`config.mk`:
```
export PLATFORM = sky130hd
export DESIGN_NAME = ifcc_top
export DESIGN_NICKNAME = d
export VERILOG_FILES = /design/src/rtl/ifcc_pkg.sv /design/src/rtl/ifcc_cond_det.sv /design/src/rtl/ifcc_sync.sv /design/src/rtl/ifcc_top.sv
export SDC_FILE = /design/constraint.sdc
export NUM_CORES = 1
export LEC_CHECK = 0
export BUFFER_PORTS_ARGS = -buffer_cell sky130_fd_sc_hd__buf_2
export CORE_ASPECT_RATIO = 2
export CORE_MARGIN = 4
export CORE_UTILIZATION = 47
export DETAILED_ROUTE_END_ITERATION = 8
export PLACE_DENSITY = 0.82
export REMOVE_ABC_BUFFERS = 1
export SYNTH_ARGS = -nofsm -noshare
export SYNTH_HDL_FRONTEND = slang
export SYNTH_SLANG_ARGS = --single-unit
```
`constraint.sdc`:
```
create_clock -name pclk -period 3.7 [get_ports pclk]
set_input_delay 0.37 -clock pclk [delete_from_list [all_inputs] [get_ports pclk]]
set_output_delay 0.37 -clock pclk [all_outputs]
set_load 0.05 [all_outputs]
```
`src/rtl/ifcc_pkg.sv`:
```
// Package with the register map, field layout and timing of the block.
package ifcc_pkg;
    // Register indices; the byte address is four times the index.
    localparam logic [15:0] TCS_IDX = 16'hffa8;
    localparam logic [15:0] FX_IDX = 16'hffa9;
    localparam logic [15:0] FLAG_IDX = 16'hffab;
    localparam logic [15:0] CTRL_IDX = 16'hffa6;
    localparam logic [15:0] STAT_IDX = 16'hffaa;
    localparam int ADDR_W = 18;
    localparam logic [7:0] REG_RESET = 8'h00;
    // Flag register fields.
    localparam int F_FAIL = 7;
    localparam int F_BUSY = 6;
    localparam int F_INIT = 1;
    localparam int F_RSV = 0;
    // Transfer clock select fields.
    localparam int C_CLD = 5;
    localparam int C_DAD = 4;
    localparam int C_SMC = 3;
    localparam int C_DFC = 2;
    localparam int C_CLHI = 1;
    localparam int C_CLLO = 0;
    localparam int X_CLX = 0;
    // Control and status fields.
    localparam int K_OPEN = 7;
    localparam int K_STREQ = 1;
    localparam int S_STD = 1;
    localparam int S_SPD = 0;
    // Clock and timing.
    localparam int CLK_PERIOD_NS = 100;
    localparam int HOLD_NS = 4000;
    localparam int HOLD_CYC = (HOLD_NS + CLK_PERIOD_NS - 1) / CLK_PERIOD_NS;
    localparam int FILT_NS = 200;
    localparam int FILT_CYC = (FILT_NS / CLK_PERIOD_NS < 1) ? 1 :
        FILT_NS / CLK_PERIOD_NS;
    // Peripheral clock cycles per transfer clock period (prescale times m).
    localparam logic [8:0] DIV_N44 = 9'h058;
    localparam logic [8:0] DIV_N86 = 9'h0ac;
    localparam logic [8:0] DIV_N86S = 9'h158;
    localparam logic [8:0] DIV_H24 = 9'h030;
    localparam logic [8:0] DIV_H24S = 9'h060;
    localparam logic [8:0] DIV_H12 = 9'h018;
    localparam logic [8:0] DIV_BAD = 9'h000;
    // Start generator states.
    typedef enum logic [2:0] {
        GEN_IDLE = 3'b001,
        GEN_HOLD = 3'b010,
        GEN_OWN = 3'b100
    } ifcc_gen_t;
endpackage

```
`src/rtl/ifcc_cond_det.sv`:
```
// Noise filter and start and stop condition detector.
`timescale 1ns/10ps
`default_nettype none
module ifcc_cond_det #(
    parameter int FILT = ifcc_pkg::FILT_CYC // Filter length in cycles.
) (
    input wire logic pclk, // Peripheral clock.
    input wire logic presetn, // Asynchronous reset, active low.
    input wire logic filt_en, // Noise filter switched in.
    input wire logic scl_s, // Synchronised serial clock.
    input wire logic sda_s, // Synchronised serial data.
    output logic scl_lvl, // Filtered serial clock level.
    output logic sda_lvl, // Filtered serial data level.
    output logic start_p, // Start condition seen, one cycle.
    output logic stop_p // Stop condition seen, one cycle.
);
    typedef struct packed {
        logic scl;
        logic sda;
        logic [3:0] cscl;
        logic [3:0] csda;
        logic st;
        logic sp;
    } ifcc_det_t;
    ifcc_det_t q, d;

    // With filt_en high, a level is taken only after it has differed for FILT cycles; with it low, at once.
    always_comb
    begin
        d = q;
        d.cscl = (scl_s != q.scl) ? q.cscl + 4'h1 : 4'h0;
        d.csda = (sda_s != q.sda) ? q.csda + 4'h1 : 4'h0;
        if (!filt_en || (scl_s != q.scl && q.cscl >= 4'(FILT - 1)))
            d.scl = scl_s;
        if (!filt_en || (sda_s != q.sda && q.csda >= 4'(FILT - 1)))
            d.sda = sda_s;
        if (d.scl != q.scl)
            d.cscl = 4'h0;
        if (d.sda != q.sda)
            d.csda = 4'h0;
        // Data moving while the clock stays high marks a condition.
        d.st = q.scl & d.scl & q.sda & ~d.sda;
        d.sp = q.scl & d.scl & ~q.sda & d.sda;
    end

    always_ff @(posedge pclk or negedge presetn)
    begin
        if (!presetn)
        begin
            q <= '0;
            q.scl <= 1'b1;
            q.sda <= 1'b1;
        end
        else
            q <= d;
    end

    assign scl_lvl = q.scl;
    assign sda_lvl = q.sda;
    assign start_p = q.st;
    assign stop_p = q.sp;
endmodule
`default_nettype wire

```
`src/rtl/ifcc_sync.sv`:
```
// Two-stage synchroniser for the serial clock and data pins.
`timescale 1ns/10ps
`default_nettype none
module ifcc_sync (
    input wire logic pclk, // Peripheral clock.
    input wire logic presetn, // Asynchronous reset, active low.
    input wire logic [1:0] async_in, // Pin levels from outside.
    output logic [1:0] sync_out // Levels safe to use.
);
    typedef struct packed {
        logic [1:0] s1;
        logic [1:0] s2;
    } ifcc_sync_t;
    ifcc_sync_t q, d;

    // The first stage feeds only the second stage.
    always_comb
    begin
        d.s1 = async_in;
        d.s2 = q.s1;
    end

    // Idle bus lines are high, so reset to high.
    always_ff @(posedge pclk or negedge presetn)
    begin
        if (!presetn)
            q <= 4'hf;
        else
            q <= d;
    end

    assign sync_out = q.s2;
endmodule
`default_nettype wire

```
`src/rtl/ifcc_top.sv`:
```
// Flag, transfer clock select and expansion registers of the I2C block.
//
// Design decision made here: the APB slave port.
`timescale 1ns/10ps
`default_nettype none
// What this block does
// - Flag register writable, but fail and busy flags are read-only.
// - Reservation-disable and initial start bits locked while enabled.
// - Reset clears the whole flag register.
// - Reservation off and start impossible: drop request, set fail flag.
// - Busy sets on start detection or enabling with initial start off.
// - Busy clears on stop or disable; starts 0 if initial start on.
// - Initial start off needs a stop first; stop clears the bit.
// - Reservation-disable bit changes only by software or reset.
// - Clock select writable; line level bits read-only; top bits read 0.
// - Clock level bit follows the clock pin while enabled, else 0.
// - Data level bit follows the data pin while enabled, else 0.
// - Speed mode bit picks standard (0) or high-speed (1).
// - Filter bit turns the noise filter on; high-speed only; same clock.
// - Transfer clock chosen by speed, two select bits and extension bit.
// - Clock settings fixed before enabling; change needs disable first.
// - Start request after a stop outputs a start; start sets status.
module ifcc_top (
    input wire logic pclk, // Peripheral clock, 10 MHz.
    input wire logic presetn, // Asynchronous reset, active low.
    input wire logic psel, // APB select.
    input wire logic penable, // APB enable.
    input wire logic pwrite, // APB write.
    input wire logic [ifcc_pkg::ADDR_W-1:0] paddr, // APB byte address.
    input wire logic [31:0] pwdata, // APB write data.
    output logic [31:0] prdata, // APB read data.
    output logic pready, // APB ready.
    output logic pslverr, // APB error on unmapped address.
    input wire logic scl_i, // Serial clock pin level.
    output logic scl_o, // Serial clock drive value, always low.
    output logic scl_oe, // Serial clock pulled low.
    input wire logic sda_i, // Serial data pin level.
    output logic sda_o, // Serial data drive value, always low.
    output logic sda_oe, // Serial data pulled low.
    output logic [8:0] clk_div, // Cycles per transfer clock, 0 if barred.
    output logic filt_on // Noise filter in use.
);
    typedef struct packed {
        logic op_en;
        logic start_req;
        logic fail;
        logic busy;
        logic init_start;
        logic rsv_dis;
        logic cld;
        logic dad;
        logic smc;
        logic dfc;
        logic [1:0] clsel;
        logic clx;
        logic std;
        logic spd;
        ifcc_pkg::ifcc_gen_t gen;
        logic [5:0] hcnt;
        logic sda_oe;
        logic scl_oe;
        logic pready;
        logic pslverr;
        logic [31:0] prdata;
        logic [8:0] div;
        logic filt;
    } ifcc_state_t;
    ifcc_state_t q, d;

    logic [1:0] pins_s;
    logic scl_lvl;
    logic sda_lvl;
    logic start_p;
    logic stop_p;
    logic [15:0] idx;
    logic wr;
    logic wr_tcs;
    logic wr_fx;
    logic wr_flag;
    logic wr_ctrl;
    logic allowed;

    // Cycles per transfer clock from speed, extension and select bits.
    function automatic logic [8:0] div_of(input logic smc, input logic clx,
        input logic [1:0] cl);
        logic [8:0] r;
        r = ifcc_pkg::DIV_BAD;
        if (!smc && !clx)
        begin
            case (cl)
                2'h0: r = ifcc_pkg::DIV_N44;
                2'h1: r = ifcc_pkg::DIV_N86;
                2'h2: r = ifcc_pkg::DIV_N86S;
                default: r = ifcc_pkg::DIV_BAD;
            endcase
        end
        else if (smc && !clx)
            r = cl[0] ? ifcc_pkg::DIV_H24S : ifcc_pkg::DIV_H24;
        else if (smc && clx)
            r = cl[0] ? ifcc_pkg::DIV_H24 : ifcc_pkg::DIV_H12;
        return r;
    endfunction

    // Read value of a mapped register; unmapped indices return zero.
    function automatic logic [7:0] rd_of(input logic [15:0] i,
        input ifcc_state_t s);
        logic [7:0] v;
        v = 8'h00;
        case (i)
            ifcc_pkg::TCS_IDX:
            begin
                v[ifcc_pkg::C_CLD] = s.cld;
                v[ifcc_pkg::C_DAD] = s.dad;
                v[ifcc_pkg::C_SMC] = s.smc;
                v[ifcc_pkg::C_DFC] = s.dfc;
                v[ifcc_pkg::C_CLHI] = s.clsel[1];
                v[ifcc_pkg::C_CLLO] = s.clsel[0];
            end
            ifcc_pkg::FX_IDX: v[ifcc_pkg::X_CLX] = s.clx;
            ifcc_pkg::FLAG_IDX:
            begin
                v[ifcc_pkg::F_FAIL] = s.fail;
                v[ifcc_pkg::F_BUSY] = s.busy;
                v[ifcc_pkg::F_INIT] = s.init_start;
                v[ifcc_pkg::F_RSV] = s.rsv_dis;
            end
            ifcc_pkg::CTRL_IDX:
            begin
                v[ifcc_pkg::K_OPEN] = s.op_en;
                v[ifcc_pkg::K_STREQ] = s.start_req;
            end
            ifcc_pkg::STAT_IDX:
            begin
                v[ifcc_pkg::S_STD] = s.std;
                v[ifcc_pkg::S_SPD] = s.spd;
            end
            default: v = 8'h00;
        endcase
        return v;
    endfunction

    ifcc_sync u_sync (
        .pclk(pclk),
        .presetn(presetn),
        .async_in({scl_i, sda_i}),
        .sync_out(pins_s)
    );

    ifcc_cond_det u_det (
        .pclk(pclk),
        .presetn(presetn),
        .filt_en(q.filt),
        .scl_s(pins_s[1]),
        .sda_s(pins_s[0]),
        .scl_lvl(scl_lvl),
        .sda_lvl(sda_lvl),
        .start_p(start_p),
        .stop_p(stop_p)
    );

    // Bus decode: a write lands in the single access cycle.
    assign idx = paddr[ifcc_pkg::ADDR_W-1:2];
    assign wr = psel & penable & q.pready & pwrite;
    assign wr_tcs = wr && idx == ifcc_pkg::TCS_IDX;
    assign wr_fx = wr && idx == ifcc_pkg::FX_IDX;
    assign wr_flag = wr && idx == ifcc_pkg::FLAG_IDX;
    assign wr_ctrl = wr && idx == ifcc_pkg::CTRL_IDX;
    assign allowed = q.op_en & ~q.busy & (q.init_start | q.spd);

    // Next state of the whole block.
    always_comb
    begin
        d = q;
        // Answer in the cycle after setup; read data sampled at setup.
        d.pready = psel & ~penable;
        d.pslverr = psel & ~penable & idx != ifcc_pkg::TCS_IDX
            & idx != ifcc_pkg::FX_IDX & idx != ifcc_pkg::FLAG_IDX
            & idx != ifcc_pkg::CTRL_IDX & idx != ifcc_pkg::STAT_IDX;
        if (psel && !penable)
            d.prdata = {24'h000000, rd_of(idx, q)};
        // Clock settings only move while disabled.
        if (wr_tcs && !q.op_en)
        begin
            d.smc = pwdata[ifcc_pkg::C_SMC];
            d.dfc = pwdata[ifcc_pkg::C_DFC];
            d.clsel = {pwdata[ifcc_pkg::C_CLHI], pwdata[ifcc_pkg::C_CLLO]};
        end
        if (wr_fx && !q.op_en)
            d.clx = pwdata[ifcc_pkg::X_CLX];
        // Control: enable and start request.
        if (wr_ctrl)
        begin
            d.op_en = pwdata[ifcc_pkg::K_OPEN];
            if (pwdata[ifcc_pkg::K_STREQ])
            begin
                d.start_req = 1'b1;
                d.fail = 1'b0;
            end
        end
        if (!d.op_en)
        begin
            d.start_req = 1'b0;
            d.fail = 1'b0;
        end
        // Stop detection ends the initial start allowance.
        if (stop_p)
            d.init_start = 1'b0;
        if (wr_flag && !q.op_en)
        begin
            d.init_start = pwdata[ifcc_pkg::F_INIT];
            d.rsv_dis = pwdata[ifcc_pkg::F_RSV];
        end
        // Bus busy: sets win over clears.
        if (stop_p || !d.op_en)
            d.busy = 1'b0;
        if ((start_p && q.op_en) || (d.op_en && !q.op_en && !q.init_start))
            d.busy = 1'b1;
        // Condition status bits.
        if (start_p)
        begin
            d.std = 1'b1;
            d.spd = 1'b0;
        end
        if (stop_p)
        begin
            d.spd = 1'b1;
            d.std = 1'b0;
        end
        if (!q.op_en)
        begin
            d.std = 1'b0;
            d.spd = 1'b0;
        end
        // Pin level bits follow the lines only while enabled.
        d.cld = q.op_en & scl_lvl;
        d.dad = q.op_en & sda_lvl;
        d.div = div_of(q.smc, q.clx, q.clsel);
        d.filt = q.smc & q.dfc;
        // Start generator.
        case (q.gen)
            ifcc_pkg::GEN_IDLE:
            begin
                if (q.start_req && d.op_en)
                begin
                    if (allowed)
                    begin
                        d.gen = ifcc_pkg::GEN_HOLD;
                        d.sda_oe = 1'b1;
                        d.hcnt = 6'h00;
                    end
                    else if (q.rsv_dis)
                    begin
                        d.start_req = 1'b0;
                        d.fail = 1'b1;
                    end
                end
            end
            ifcc_pkg::GEN_HOLD:
            begin
                d.hcnt = q.hcnt + 6'h01;
                if (q.hcnt == 6'(ifcc_pkg::HOLD_CYC - 1))
                begin
                    d.gen = ifcc_pkg::GEN_OWN;
                    d.scl_oe = 1'b1;
                    d.start_req = 1'b0;
                end
            end
            ifcc_pkg::GEN_OWN: d.gen = ifcc_pkg::GEN_OWN;
            default: d.gen = ifcc_pkg::GEN_IDLE;
        endcase
        if (!d.op_en)
        begin
            d.gen = ifcc_pkg::GEN_IDLE;
            d.sda_oe = 1'b0;
            d.scl_oe = 1'b0;
        end
    end

    // State register; reset clears every register to zero except the start generator state, which loads GEN_IDLE.
    always_ff @(posedge pclk or negedge presetn)
    begin
        if (!presetn)
        begin
            q <= '0;
            q.gen <= ifcc_pkg::GEN_IDLE;
        end
        else
            q <= d;
    end

    assign prdata = q.prdata;
    assign pready = q.pready;
    assign pslverr = q.pslverr;
    assign scl_o = 1'b0;
    assign sda_o = 1'b0;
    assign scl_oe = q.scl_oe;
    assign sda_oe = q.sda_oe;
    assign clk_div = q.div;
    assign filt_on = q.filt;
endmodule
`default_nettype wire

```
* Word-level counts from Yosys, hierarchy flattened *
Index checks and enable logic that the tools add are counted.

cells by class
  add/sub/neg operators = 3
  magnitude comparators = 2
  equality and inequality tests = 31
  muxes and demuxes = 43
  bitwise logic cells = 24
  reductions and logical operators = 36

operator list
  cell                                                               count
  equality test 16 bit, second input constant                        5
  != test 16 bit, second input constant                              5
  one-hot mux 9 bit (3 select lines)                                 1
  two-way mux 10 bit                                                 2
  two-way mux 2 bit                                                  10
  two-way mux 4 bit                                                  5
  bitwise AND 1 bit                                                  19
  logical AND 1 bit                                                  17
  two-way mux 7 bit                                                  2
  two-way mux 6 bit                                                  2
  one-hot mux 6 bit (2 select lines)                                 1
  two-way mux 1 bit                                                  11
  != test 2 x 1 -> 1 bit, second input constant                      5
  two-way mux 3 bit                                                  3
  two-way mux 9 bit                                                  1
  != test 3 bit, second input constant                               3
  one-hot mux 3 bit (3 select lines)                                 1
  AND reduction 3 bit                                                3
  adder 4 x 1 -> 4 bit, second input constant                        2
  greater-or-equal comparator 4 x 1 -> 1 bit, second input constant  2
  one-hot mux 1 bit (4 select lines)                                 2
  zero test 1 bit                                                    7
  adder 6 x 1 -> 6 bit, second input constant                        1
  equality test 6 bit, second input constant                         1
  other kinds (15)                                                   28

word-level totals
  flip-flop bits (word level) = 62
  input port bits = 57
  output and inout port bits = 48

* Logic depth before layout (Yosys ltp) *
Gate-level depths: netlist of the first run.

  word-level depth = 10
  gate-level depth with buffers = 8
  gate-level depth less buffers = 8

* Cells and area by module *
From an unflattened synthesis of the first run, not the netlist that was laid out.

unflattened totals
  cell total of the unflattened synthesis = 309
  area total of the unflattened synthesis = 3116.7 um2

modules (own cells, without submodules)
  module         instances  cells an instance  area each (um2)
  ifcc_top       1          255                2431.1
  ifcc_cond_det  1          50                 580.6
  ifcc_sync      1          4                  105.1

* Least setup slack after synthesis of the first run *
OpenSTA, ideal clock, no wires.

  path type = register to register
  from = register q (netlist bit pready)
  to = register q[58] (netlist name)
  arrival time = 1610 ps
  required time = 3575 ps
  slack = 1965 ps
  cell stages (with the launch flop) = 5
  clock period less this slack = 1735 ps
  cell sequence = dfrtp_1 -> and4_1 -> nor4b_2 -> nand3_1 -> mux2_2

between the ends
  longest elaborated chain between the ends = 4

ends and longest elaborated chain
  element                         RTL line         text
  start, declared                 ifcc_top.sv:68   ifcc_state_t q, d;
  bitwise AND 1 bit (2 in a row)  ifcc_top.sv:163  assign wr = psel & penable & q.pready & pwrite;
  logical AND 1 bit               ifcc_top.sv:164  assign wr_tcs = wr && idx == ifcc_pkg::TCS_IDX;
  logical AND 1 bit               ifcc_top.sv:182  if (wr_tcs && !q.op_en)

No other way between the ends.
A chain may end at the register's enable or synchronous reset.

==> results of run 1 <==
power by group through the flow:
| stage | Combinational [W] | Sequential [W] | Clock, W |
|---|---|---|---|
| floorplan | 0.000115 | 0.000687 | 0 |
| global placement | 0.000158 | 0.000685 | 0 |
| detailed placement | 0.000161 | 0.000686 | 0 |
| CTS | 0.000163 | 0.000675 | 0.000904 |
| global route | 0.000179 | 0.000677 | 0.000940 |
| finish | 0.000162 | 0.000676 | 0.000894 |
layout make-up:
| type | count | area (µm²) | share of cell area, % |
|---|---|---|---|
| Sequential cell | 59 | 1490 | 42.8 |
| Multi-Input combinational cell | 203 | 1260 | 36.3 |
| Timing Repair Buffer | 48 | 243 | 6.99 |
| Clock buffer | 10 | 239 | 6.89 |
| Tap cell | 86 | 108 | 3.10 |
| Clock inverter | 6 | 88.8 | 2.56 |
| Inverter | 13 | 48.8 | 1.41 |
synth_stat cells, types with 3 or more instances:
cell type  count  area (µm²)
o31ai_1        3        22.5
nand3_1        8        40.0
xor2_1         4        35.0
o22ai_1        5        31.3
o21a_1         3        22.5
ha_1           8         100
nor3_1         6        30.0
o21ai_0       13        65.1
nor3b_1        3        22.5
dfstp_2        7         184
nor4b_1        4        35.0
nand4_1        3        18.8
a21oi_1        5        25.0
a22o_1         4        35.0
nand2b_1       5        31.3
nor2_1        26        97.6
buf_4         45         338
and3_1         4        25.0
a31oi_1        3        18.8
dfrtp_1       52        1300
a22oi_1        6        45.0
and2_1         3        18.8
clkbuf_1       5        18.8
nor2b_1        6        37.5
mux2_2         9         101
inv_1         13        48.8
nand2_1       20        75.1
metrics by stage:
step | cell area (µm²) | worst slack [ns] | power, W | util (%)
floorplan | 2790 | 1.97 | 0.000801 | -
global placement | 3140 | 1.73 | 0.000842 | 49.8
detailed placement | 3140 | 1.68 | 0.000847 | 49.8
CTS | 3470 | 1.83 | 0.00174 | 55.0
global route | 3470 | 1.72 | 0.00180 | 55.0
finish | 3470 | 1.88 | 0.00173 | 55.0
routing by layer:
layer / vias to the layer above / GRT usage (%) / routed length [µm]
li1: 1029 / - / -
met3: 21 / 3.97 / 370
met1: 1033 / 15.7 / 2010
met2: 72 / 29.4 / 3370
met5: - / 0 / 0
met4: 0 / 11.4 / 201
path summary, 6_finish.rpt:
kind	from	end	slack (ns)	depth (start not counted)
min	scl_i	u_sync.d[1]	0.14	1
max	u_det.q[6]	u_det.q[9]	1.88	7
max in group asynchronous	presetn	q[52]	2.69	2
min reg2reg	u_sync.d[0]	u_sync.sync_out[0]	0.35	0
min in group asynchronous	presetn	u_det.q[5]	0.16	1
max reg2reg	u_det.q[6]	u_det.q[9]	1.88	7
kinds of logic after synthesis:
logic type	Yosys count	synth area share [%]
adders and majority gates	8	3.28
AOI/OAI and AO/OA	49	10.6
and+or+nand+nor	100	17.7
muxes	11	4.39
DFF	59	48.7
xor gates and xnor gates	6	1.72
other	1	0.123
buffers and inverters	64	13.5
registers in the layout (all words and copies together), names as in the netlist:
signal and cells:
q 24, prdata 8, u_det.q 8, clk_div 6, u_sync.d 2, u_sync.sync_out 2, filt_on 1, pready 1
pslverr 1, scl_oe 1, sda_oe 1, u_det.scl_lvl 1, u_det.sda_lvl 1, u_det.start_p 1, u_det.stop_p 1
layout by cell type (no fill, tap or decap), drive strengths merged, types with 7 or more instances in the layout:
master,Yosys,routed
nor3,7,7
clkbuf,5,10
nand2,20,20
nand3,8,8
o21ai,15,15
nor2,27,27
buf,46,48
ha,8,8
dfstp,7,7
dfrtp,52,52
inv,13,13
conb,1,29
mux2,9,9
==> summary.md, run 1 <==
| Metric | Value |
|---|---|
| Endpoint class of the critical path | register |
| Gate count of the mapped netlist | 298 |
| Clock power share | 51.6% |
| Fin. Hold Viols | 0 |
| GPL Wtd Cong | 0.856 |
| Die area | about 8000 µm² |
| Largest net degree at the start of global routing | 41 |
| Slowest CP cell | dfrtp_1 |
| EDFF count, synth | 0 |
| Core area | 6310 µm² |
| Ys Warns | 0 |
| Netlist cell types | 48 |
| Data arrival time of the critical path | 2.08 ns |
| Async set or reset register ratio after synthesis | 100% |
| HPWL Detailed | between 4000 and 5000 µm |
| Total number of vias | 2155 |
| Worst hold slack | 0.137 ns |
| Setup CP Type | reg -> reg |
| Sequential power share | 39.0% |
| Synth Flop Type | dfrtp_1 |
| Number of global-route vias before repair | 2151 |
| Worst path most repeated cell | ha_1 |
| Port bufs | 47 |
| CTS tree | built |
| Dpl cells | 409 |
| WL per Instance | around 14 µm |
| Yosys reg bits | 59 |
| Slew headroom | 42.4% |
| Reg clk slew, reported paths | 0.05 ns |
| Layout cells sized above 1 | 26.0% |
| Die outline height | around 120 µm |
| Vias per cell | 5.07 |
| Hold Path Class | in -> reg |
| Ant. Diodes | 0 |
| Int Pwr | 0.00131 W |
| Root Driver | clkbuf_16 |
| Register area share after synthesis | 48.7% |
| # DRC | 0 |
| H-tree depth | 3 |
| Post-CTS Resized | 0 |
| TritonRoute pass-1 iters | 4 |
| Worst-path maximum fanout | 5 |
| Sw frac | about a quarter |
| LEAKAGE | 1.67 nW |
| # IOs | 105 |
| Switch Pwr | 0.000419 W |
| Fin crit period | 1.82 ns |
| Final period util | 49.2% |
| Syn-to-layout area delta | 13.8% |
| Worst Path Required | 3.96 ns |
| Non-Filler Instances | 425 |
| Total power divided by cell area | approximately 500 nW/µm² |
| Worst path top cell family by delay | simple AND/OR/NAND/NOR gates |
| CTS buffer count | 9 |
| Slowest Stage Delay on Critical Path | 0.42 ns |
| Drt total wl | 5950 µm |
| Max-Cap Viols | 0 |
| GRT Overall Usage | 16.3% |
| Unrepaired setup endpoints after global routing | no |
| Syn avg cell area | 10.2 µm² |
| Outcome | complete, no violations |
| Gr ovfl total | 0 |
| Slew @ Worst Pin | 0.863 ns |
| Max-slew violation count | 0 |
| Post-route ant nets | 0 |
| Starting density of the core | 48.3% |
| Fmax | 549 MHz |
| Fin Setup TNS | 0 ns |
| Logic pwr share | 9.4% |
| Cell Rows | 41 |
| Initial antenna violation count | 0 |
| Critical path startpoint category | register |
| Crit path buf inv count | 0 |
| Deepest clock path buffer count | 2 |
| Global-route wire length before repair | 9700 µm |
| Iter 0 DRT Violations | 140 |
| FILL cells | approximately 550 |
| Worst-path cell chain | ha_1 > nor3_1 > nand3_1 > mux2_2 > ha_1 > nand2b_1 > nor2_1 |
| Max Clock Skew | 0.00397 ns |
| Die Span X | about 65 µm |
| VDD IR max | 0.293 mV |
| Final setup violation count | 0 |
| # hold bufs at CTS | 0 |
| Worst-Skew Late Latency | between 0.3 and 0.4 ns |
| Clk sink count | between 50 and 60 |
| Post-CTS Setup Bufs | 0 |
| NumNets Final | 399 |
| Mapped Area | 3050 µm² |
No activity file was read; power rests on OpenSTA's default activity.
==> run 2: changes to the inputs <==
Settings changed: ABC_AREA set to 1, PLACE_DENSITY 0.82 to 0.81.
Clock period 3.7 ns to 1.85 ns, I/O delays scaled along.
==> run 2 against run 1 <==
The flow now finishes with violations (negative setup slack). Area after synthesis is 1.6% higher. Total power up 94%. Via count rose by 12%. Setup slack got worse by 2.0 ns. Cell count grew 18%. Die area is 1.4% higher. Critical path depth rose by 3. Count of clock-buffer cells in the layout rose by 3. Worst hold slack worse by 0.056 ns. Fmax decreased by 6.1%. Final area is 7.0% higher. Highest routed layer unchanged.
==> summary.md, run 2 <==
| Metric | Value |
|---|---|
| Total number of vias | 2418 (+12%) |
| EDFF count, synth | 0 (unchanged) |
| Critical path startpoint category | register |
| Number of flip-flops under the largest register name | 24 (unchanged) |
| Commonest non-fill, non-tap cells in the layout | nand2_1, dfrtp_1, buf_2, inv_1, conb_1 |
| Drt total wl | 6590 µm (+11%) |
| Reg clk slew, reported paths | 0.05 ns (about the same) |
| Port bufs | 47 (unchanged) |
| Reg with most FFs | q |
| R2r worst-path depth | 10 (+3) |
| Top post-synthesis cells by count | nand2_1, dfrtp_1, inv_1 |
| Final setup violation count | 4 (+4) |
| Slowest Stage Delay on Critical Path | 0.41 ns (about the same) |
| Routed met1 length | 2130 µm (+5.7%) |
| Syn-to-layout area delta | 19.9% |
| Most common cell in the synthesized netlist | nand2_1 |
| Commonest non-fill, non-tap cell in the layout | nand2_1 |
| XOR/XNOR Fraction of Synth Area | 0.848% (-0.87 points) |
| Unrepaired setup endpoints after global routing | yes |
| Post-synthesis compound-gate area fraction | 7.52% (-3.1 points) |
| Die area | 8030 µm² (+1.4%) |
| Clk sink count | 59 (unchanged) |
| Starting density of the core | 48.7% (+0.36 points) |
| Core area | 6360 µm² (+0.81%) |
| Fin crit period | 1.94 ns (+0.119 ns) |
| Fin. Hold Viols | 0 (unchanged) |
| Synth Flop Type | dfrtp_1 |
| Reg2reg end | u_det.q[9] |
| Routed length on met2 | 3840 µm (+14%) |
| Top sig layer | met4 |
| Worst-path cell chain | ha_4 > nor3_4 > nand3_2 > mux2i_1 > inv_1 > ha_4 > a21oi_2 > o21ai_2 > a21oi_2 > o21a_1 |
| LEAKAGE | 1.94 nW (+16%) |
| Routed wl met3 | 317 µm (-14%) |
| CTS buffer count | 9 (unchanged) |
| Mux share of post-synthesis cell area | 1.05% (-3.3 points) |
| Post-synthesis adder-cell area fraction | 3.23% (-0.050 points) |
| Post-route ant nets | 0 (unchanged) |
| Max-slew violation count | 0 (unchanged) |
| Ant. Diodes | 0 (unchanged) |
| Utilization after layout | 58.4% (+3.4 points) |
| Syn avg cell area | 8.72 µm² (-15%) |
| Worst Path Required | 2.10 ns (-1.86 ns) |
| Setup CP Type | reg -> reg |
| Cell Rows | 41 (unchanged) |
| Hold Path Class | in -> reg |
| Main combinational cell family by area after synthesis | simple AND/OR/NAND/NOR gates |
| Layout cells sized above 1 | 26.0% (about the same) |
| R2R Setup Slk | -0.09 ns (-1.97 ns) |
| Simple-gate share of the synthesized area | 23.0% (+5.3 points) |
| Max Clock Skew | 0.00911 ns (+0.00514 ns) |
| Global-route wire length before repair | 10400 µm (+7.6%) |
| CP startpoint | u_det.q[6] |
| HPWL Detailed | 4940 µm (+12%) |
| Dpl cells | 480 (+17%) |
| Critical path endpoint | u_det.q[9] |
| Gr ovfl total | 0 (unchanged) |
| Endpoint class of the critical path | register |
| Die Span X | 65.4 µm (+0.68%) |
| Iter 0 DRT Violations | 181 (+29%) |
| Slowest CP cell | dfrtp_1 |
| Power Total | 0.00337 W (+94%) |
| VDD IR max | 0.788 mV (+170%) |
| Total power divided by cell area | 907 nW/µm² (+82%) |
| Number of global-route vias before repair | 2342 (+8.9%) |
| Root Driver | clkbuf_16 |
| Final setup margin | -0.0907 ns (-1.97 ns) |
| # IOs | 105 (unchanged) |
| WL per Instance | 13.1 µm (-6.2%) |
| H-tree depth | 3 (unchanged) |
| Async set or reset register ratio after synthesis | 100% (unchanged) |
| Worst-path maximum fanout | 2 (-3) |
| GPL Wtd Cong | 0.861 (+0.60%) |
| Vias per cell | 4.82 (-5.0%) |
| Worst-Skew Late Latency | 0.33 ns (about the same) |
| Outcome | finished, violations left |
| Area contributors post-synth | dfrtp_1, buf_4, nand2_1 |
| Data arrival time of the critical path | 2.20 ns (+0.12 ns) |
| Final period util | 105% (+56 points) |
| Max-Cap Viols | 0 (unchanged) |
| Yosys reg bits | 59 (unchanged) |
| Mapped Area | 3100 µm² (+1.6%) |
| CTS tree | built |
| Failing checks | negative setup slack |
| Share of Yosys cell area claimed by the top area cell type | 42.0% (-0.66 points) |
| Largest net degree at the start of global routing | 45 (+9.8%) |
| Register area share after synthesis | 48.0% (-0.75 points) |
| Non-Filler Instances | 502 (+18%) |
| Die outline height | 123 µm (+0.72%) |
| Gate count of the mapped netlist | 355 (+19%) |
| Deepest clock path buffer count | 2 (unchanged) |
| Initial antenna violation count | 0 (unchanged) |
| NumNets Final | 476 (+19%) |
| Worst reg2reg startpoint | u_det.q[6] |
| TritonRoute pass-1 iters | 4 (unchanged) |
| Synth area leader | dfrtp_1 |
| Netlist cell types | 39 (-19%) |
| # DRC | 0 (unchanged) |
| Ys Warns | 0 (unchanged) |
| GRT Overall Usage | 17.5% (+1.2 points) |
| Fmax | 515 MHz (-6.1%) |
## run 2: cell types whose count changed after synthesis, sizes merged, moves of 5 or more
cell	change
o21ai	+6
a22oi	-5
nor4b	-5
nor2b	-6
nor2	+6
mux2	-7
inv	+34
nand3	+13
nand2	+53
nand2b	-5
## run 2: per-stage QoR
stage / setup TNS, ns / hold WS [ns] / area (µm²) / setup WS [ns]
floorplan: 0 / -0.111 / 2880 / 0.0147
global placement: 0 / 0.111 / 3290 / 0.0112
detailed placement: -0.454 / 0.119 / 3290 / -0.140
CTS: -0.0575 / 0.0663 / 3650 / -0.0302
global route: -0.575 / 0.0872 / 3710 / -0.170
finish: -0.223 / 0.0808 / 3710 / -0.0907
## run 2: worst min path at each step
stage	startpoint	endpoint	slack (ns)	cells after the start
2_1_floorplan	presetn	clk_div[3]	-0.11	0
3_3_place_gp	presetn	clk_div[8]	0.11	1
3_5_place_dp	presetn	clk_div[3]	0.12	1
4_1_cts	pwdata[3]	q[61]	0.07	2
5_1_grt	pwdata[3]	q[61]	0.09	2
6_report	pwdata[3]	q[61]	0.08	2
## run 2: logic make-up (layout without fill, tap and decap cells)
kind of cell             after synthesis  in the layout
AO/OA/AOI/OAI                         41             41
buffers and inverters                 91            124
multiplexers                           3              3
other                                  1             29
flip-flops                            59             59
adder cells (fa/ha/maj)                8              8
XOR/XNOR                               3              3
AND/OR/NAND/NOR                      149            149
## run 2: final cells by class
class	instances	area, µm²
tap	86	108
fill	570	2650
timing repair buffer	61	364
clock buffer	13	240
multi-input combinational	233	1270
clock inverter	3	65.1
inverter	47	176
sequential	59	1490
## run 2: timing repair
action	4_1_cts	5_1_grt
pin swaps	1	3
hold buffers	3	0
resized for setup	7	8
endpoints found under the hold margin	17	0
buffers inserted	0	3
endpoints found under the setup margin	4	4
## run 2: routing by layer
layer	GRT usage, %	vias to the layer above
met3	5.04	22
met1	16.1	1150
met4	10.9	0
li1	-	1176
met2	32.4	70
met5	0	-
## run 2: critical path: cells and delay by family, from the launching register on
kind                     cells  cell delay (ns)
AO/OA/AOI/OAI                4             0.49
adder cells (fa/ha/maj)      2             0.44
buffers and inverters        1             0.10
flip-flops                   1             0.41
multiplexers                 1             0.15
AND/OR/NAND/NOR              2             0.28
## run 2: power by group
group	internal [W]	switching, W	total (W)	leakage (nW)
clock	0.00118	0.000535	0.00171	0.148
sequential	0.00132	0.0000146	0.00133	0.756
combinational	0.0000815	0.000244	0.000325	1.03
==> run 3: changes to the inputs <==
Settings changed: ABC_AREA 1 to not set, PLACE_DENSITY 0.81 to 0.82.
==> run 3 against run 2 <==
The run now ends clean. Critical endpoint is now u_det.q[6]. Cell count fell by 14%. Total power up 1.5%. Worst hold slack better by 0.00096 ns. Sequential share of layout area increased by 1.6 points. Sequential cell count unchanged. Clock skew is 0.0026 ns lower. Largest power group unchanged. Global-route usage fell by 0.83 points. Setup slack better by 0.19 ns. Final area down 3.8%. Routed wire length is 5.1% lower. Fmax increased by 11%.
==> summary.md, run 3 (synthesis gave the netlist of run 1 again) <==
| Metric | Value |
|---|---|
| FILL cells | 540 (-5.3%) |
| HPWL Detailed | 4500 µm (-8.9%) |
| LEAKAGE | 1.74 nW (-9.9%) |
| # DRC | 0 (unchanged) |
| Slowest Stage Delay on Critical Path | 0.40 ns (about the same) |
| NumNets Final | 408 (-14%) |
| Fin Setup TNS | 0 ns (+0.223 ns) |
| Root Driver | clkbuf_16 |
| GPL Wtd Cong | 0.850 (-1.3%) |
| WL per Instance | 14.4 µm (+9.8%) |
| WHS Path Cells | 2 (unchanged) |
| Syn-to-layout area delta | 17.1% |
| Post-place setup slack | -0.00405 ns (+0.136 ns) |
| Max-Cap Viols | 0 (unchanged) |
| Fin crit period | 1.75 ns (-0.189 ns) |
| CTS buffer count | 9 (unchanged) |
| Final setup margin | 0.0982 ns (+0.189 ns) |
| Layout cells sized above 1 | 27.9% (+1.9 points) |
| Hold Path Class | in -> reg |
| Data arrival time of the critical path | 2.01 ns (-0.19 ns) |
| Worst-path maximum fanout | 4 (+2) |
| # IOs | 105 (unchanged) |
| Max-slew violation count | 0 (unchanged) |
| Worst-path cell chain | ha_2 > nor3_2 > nand3_1 > mux2_4 > ha_1 > nand2b_4 > nor2_1 |
| Worst reg2reg startpoint | u_det.q[6] |
| Die Span X | 65.0 µm (-0.67%) |
| Worst Hold Launch | pwdata[2] |
| Worst path top cell family by delay | adder cells |
| Total power divided by cell area | 958 nW/µm² (+5.6%) |
| Worst-Skew Late Latency | 0.33 ns (about the same) |
| Die area | 7920 µm² (-1.4%) |
| Drt total wl | 6260 µm (-5.1%) |
| Deepest clock path buffer count | 2 (unchanged) |
| Reg clk slew, reported paths | 0.05 ns (about the same) |
| Cell Rows | 41 (unchanged) |
| Slowest CP cell | dfrtp_1 |
| End of the worst hold path | q[60] |
| CTS tree | built |
| Endpoint class of the critical path | register |
| Crit path buf inv count | 0 (-1) |
| Starting density of the core | 48.3% (-0.36 points) |
| H-tree depth | 3 (unchanged) |
| Final setup violation count | 0 (-4) |
| Fmax | 571 MHz (+11%) |
| Fin. Hold Viols | 0 (unchanged) |
| Final period util | 94.7% (-10 points) |
| Total number of vias | 2219 (-8.2%) |
| Reg2reg end | u_det.q[6] |
| TritonRoute pass-1 iters | 4 (unchanged) |
| Number of global-route vias before repair | 2200 (-6.1%) |
| Worst Path Required | 2.11 ns (about the same) |
| Max Clock Skew | 0.00647 ns (-0.00264 ns) |
| VDD IR max | 0.443 mV (-44%) |
| Number of flip-flops under the largest register name | 24 (unchanged) |
| Critical path startpoint category | register |
| Initial antenna violation count | 0 (unchanged) |
| Reg with most FFs | q |
| Iter 0 DRT Violations | 173 (-4.4%) |
| R2r worst-path depth | 7 (-3) |
| Core area | 6310 µm² (-0.81%) |
| Clk sink count | 59 (unchanged) |
| Post-route ant nets | 0 (unchanged) |
| R2R Setup Slk | 0.1 ns (+0.19 ns) |
| Outcome | complete, no violations |
| Setup CP Type | reg -> reg |
| Port bufs | 47 (unchanged) |
| Ant. Diodes | 0 (unchanged) |
| GRT Overall Usage | 16.6% (-0.83 points) |
| Global-route wire length before repair | 10000 µm (-3.9%) |
| Vias per cell | 5.11 (+6.1%) |
| Gr ovfl total | 0 (unchanged) |
| Commonest non-fill, non-tap cell in the layout | dfrtp_1 |
| Die outline height | 122 µm (-0.72%) |
| Commonest non-fill, non-tap cells in the layout | dfrtp_1, buf_2, conb_1, nor2_1, nand2_1 |
| Largest net degree at the start of global routing | 60 (+33%) |
## run 3: changes by cell type in the layout (fill, tap and decap cells not counted), moves of 5 or more
cell and delta:
inv_1 -32, a22oi_1 +5, nand2_1 -48, mux2_2 +7, nor2b_1 +6, nand3_1 -10, o21ai_0 -8
## run 3: layout make-up
| type | instances | area, µm² | share of cell area (%) |
|---|---|---|---|
| repair buffers | 57 | 330 | 9.25 |
| well taps | 86 | 108 | 3.01 |
| clock inverters | 5 | 60.1 | 1.68 |
| multi-input cells | 203 | 1290 | 36.0 |
| inverters | 13 | 48.8 | 1.37 |
| flip-flops and latches | 59 | 1490 | 41.6 |
| clock buffers | 11 | 253 | 7.08 |
## run 3: worst reg2reg max path: cells and delay by family (launching register included)
family	cells	cell delay (ns)
simple gates	4	0.48
flops	1	0.40
fa+ha+maj	2	0.48
mux	1	0.33
## run 3: power by group
part	internal [W]	total, W	switching, W	leakage [nW]
Combinational	0.000105	0.000355	0.000250	0.861
Sequential	0.00133	0.00135	0.0000221	0.731
Clock	0.00112	0.00171	0.000596	0.152
## run 3: metrics by stage
stage | power [W] | cells | hold slack, ns | area, µm² | util, %
after global routing | 0.00353 | 434 | 0.0902 | 3570 | 56.6
after CTS | 0.00344 | 432 | 0.0747 | 3540 | 56.0
after floorplan | 0.00160 | 275 | -0.111 | 2790 | -
final | 0.00342 | 434 | 0.0818 | 3570 | 56.6
after detailed placement | 0.00170 | 413 | 0.215 | 3190 | 50.5
after global placement | 0.00169 | 413 | 0.208 | 3190 | 50.5
## run 3: metal layers
layer | wire [µm] | vias up | share of wire, % | global-route usage (%)
li1 | - | 1042 | - | -
met1 | 2080 | 1098 | 33 | 15.5
met2 | 3640 | 65 | 58 | 31.4
met3 | 356 | 14 | 5.7 | 4.61
met4 | 178 | 0 | 2.8 | 9.01
met5 | 0 | - | 0 | 0
## run 3: what timing repair did
item                       4_1_cts  5_1_grt
setup buffers                    0        2
hold buffers                     3        0
setup endpoints to repair        4       10
hold endpoints to repair        54        0
gates cloned                     0        0
resized for setup                1        5
## run 3: worst max-delay path by stage
stage               slack, ns       start  cells after the start    endpoint
floorplan                0.12      pready                      4       q[58]
global placement         0.05  u_det.q[6]                      7  u_det.q[8]
detailed placement     -0.004  u_det.q[6]                      7  u_det.q[8]
CTS                      0.03      pready                      4       q[61]
global route            -0.03  u_det.q[7]                      8  u_det.q[9]
finish                    0.1  u_det.q[6]                      7  u_det.q[6]
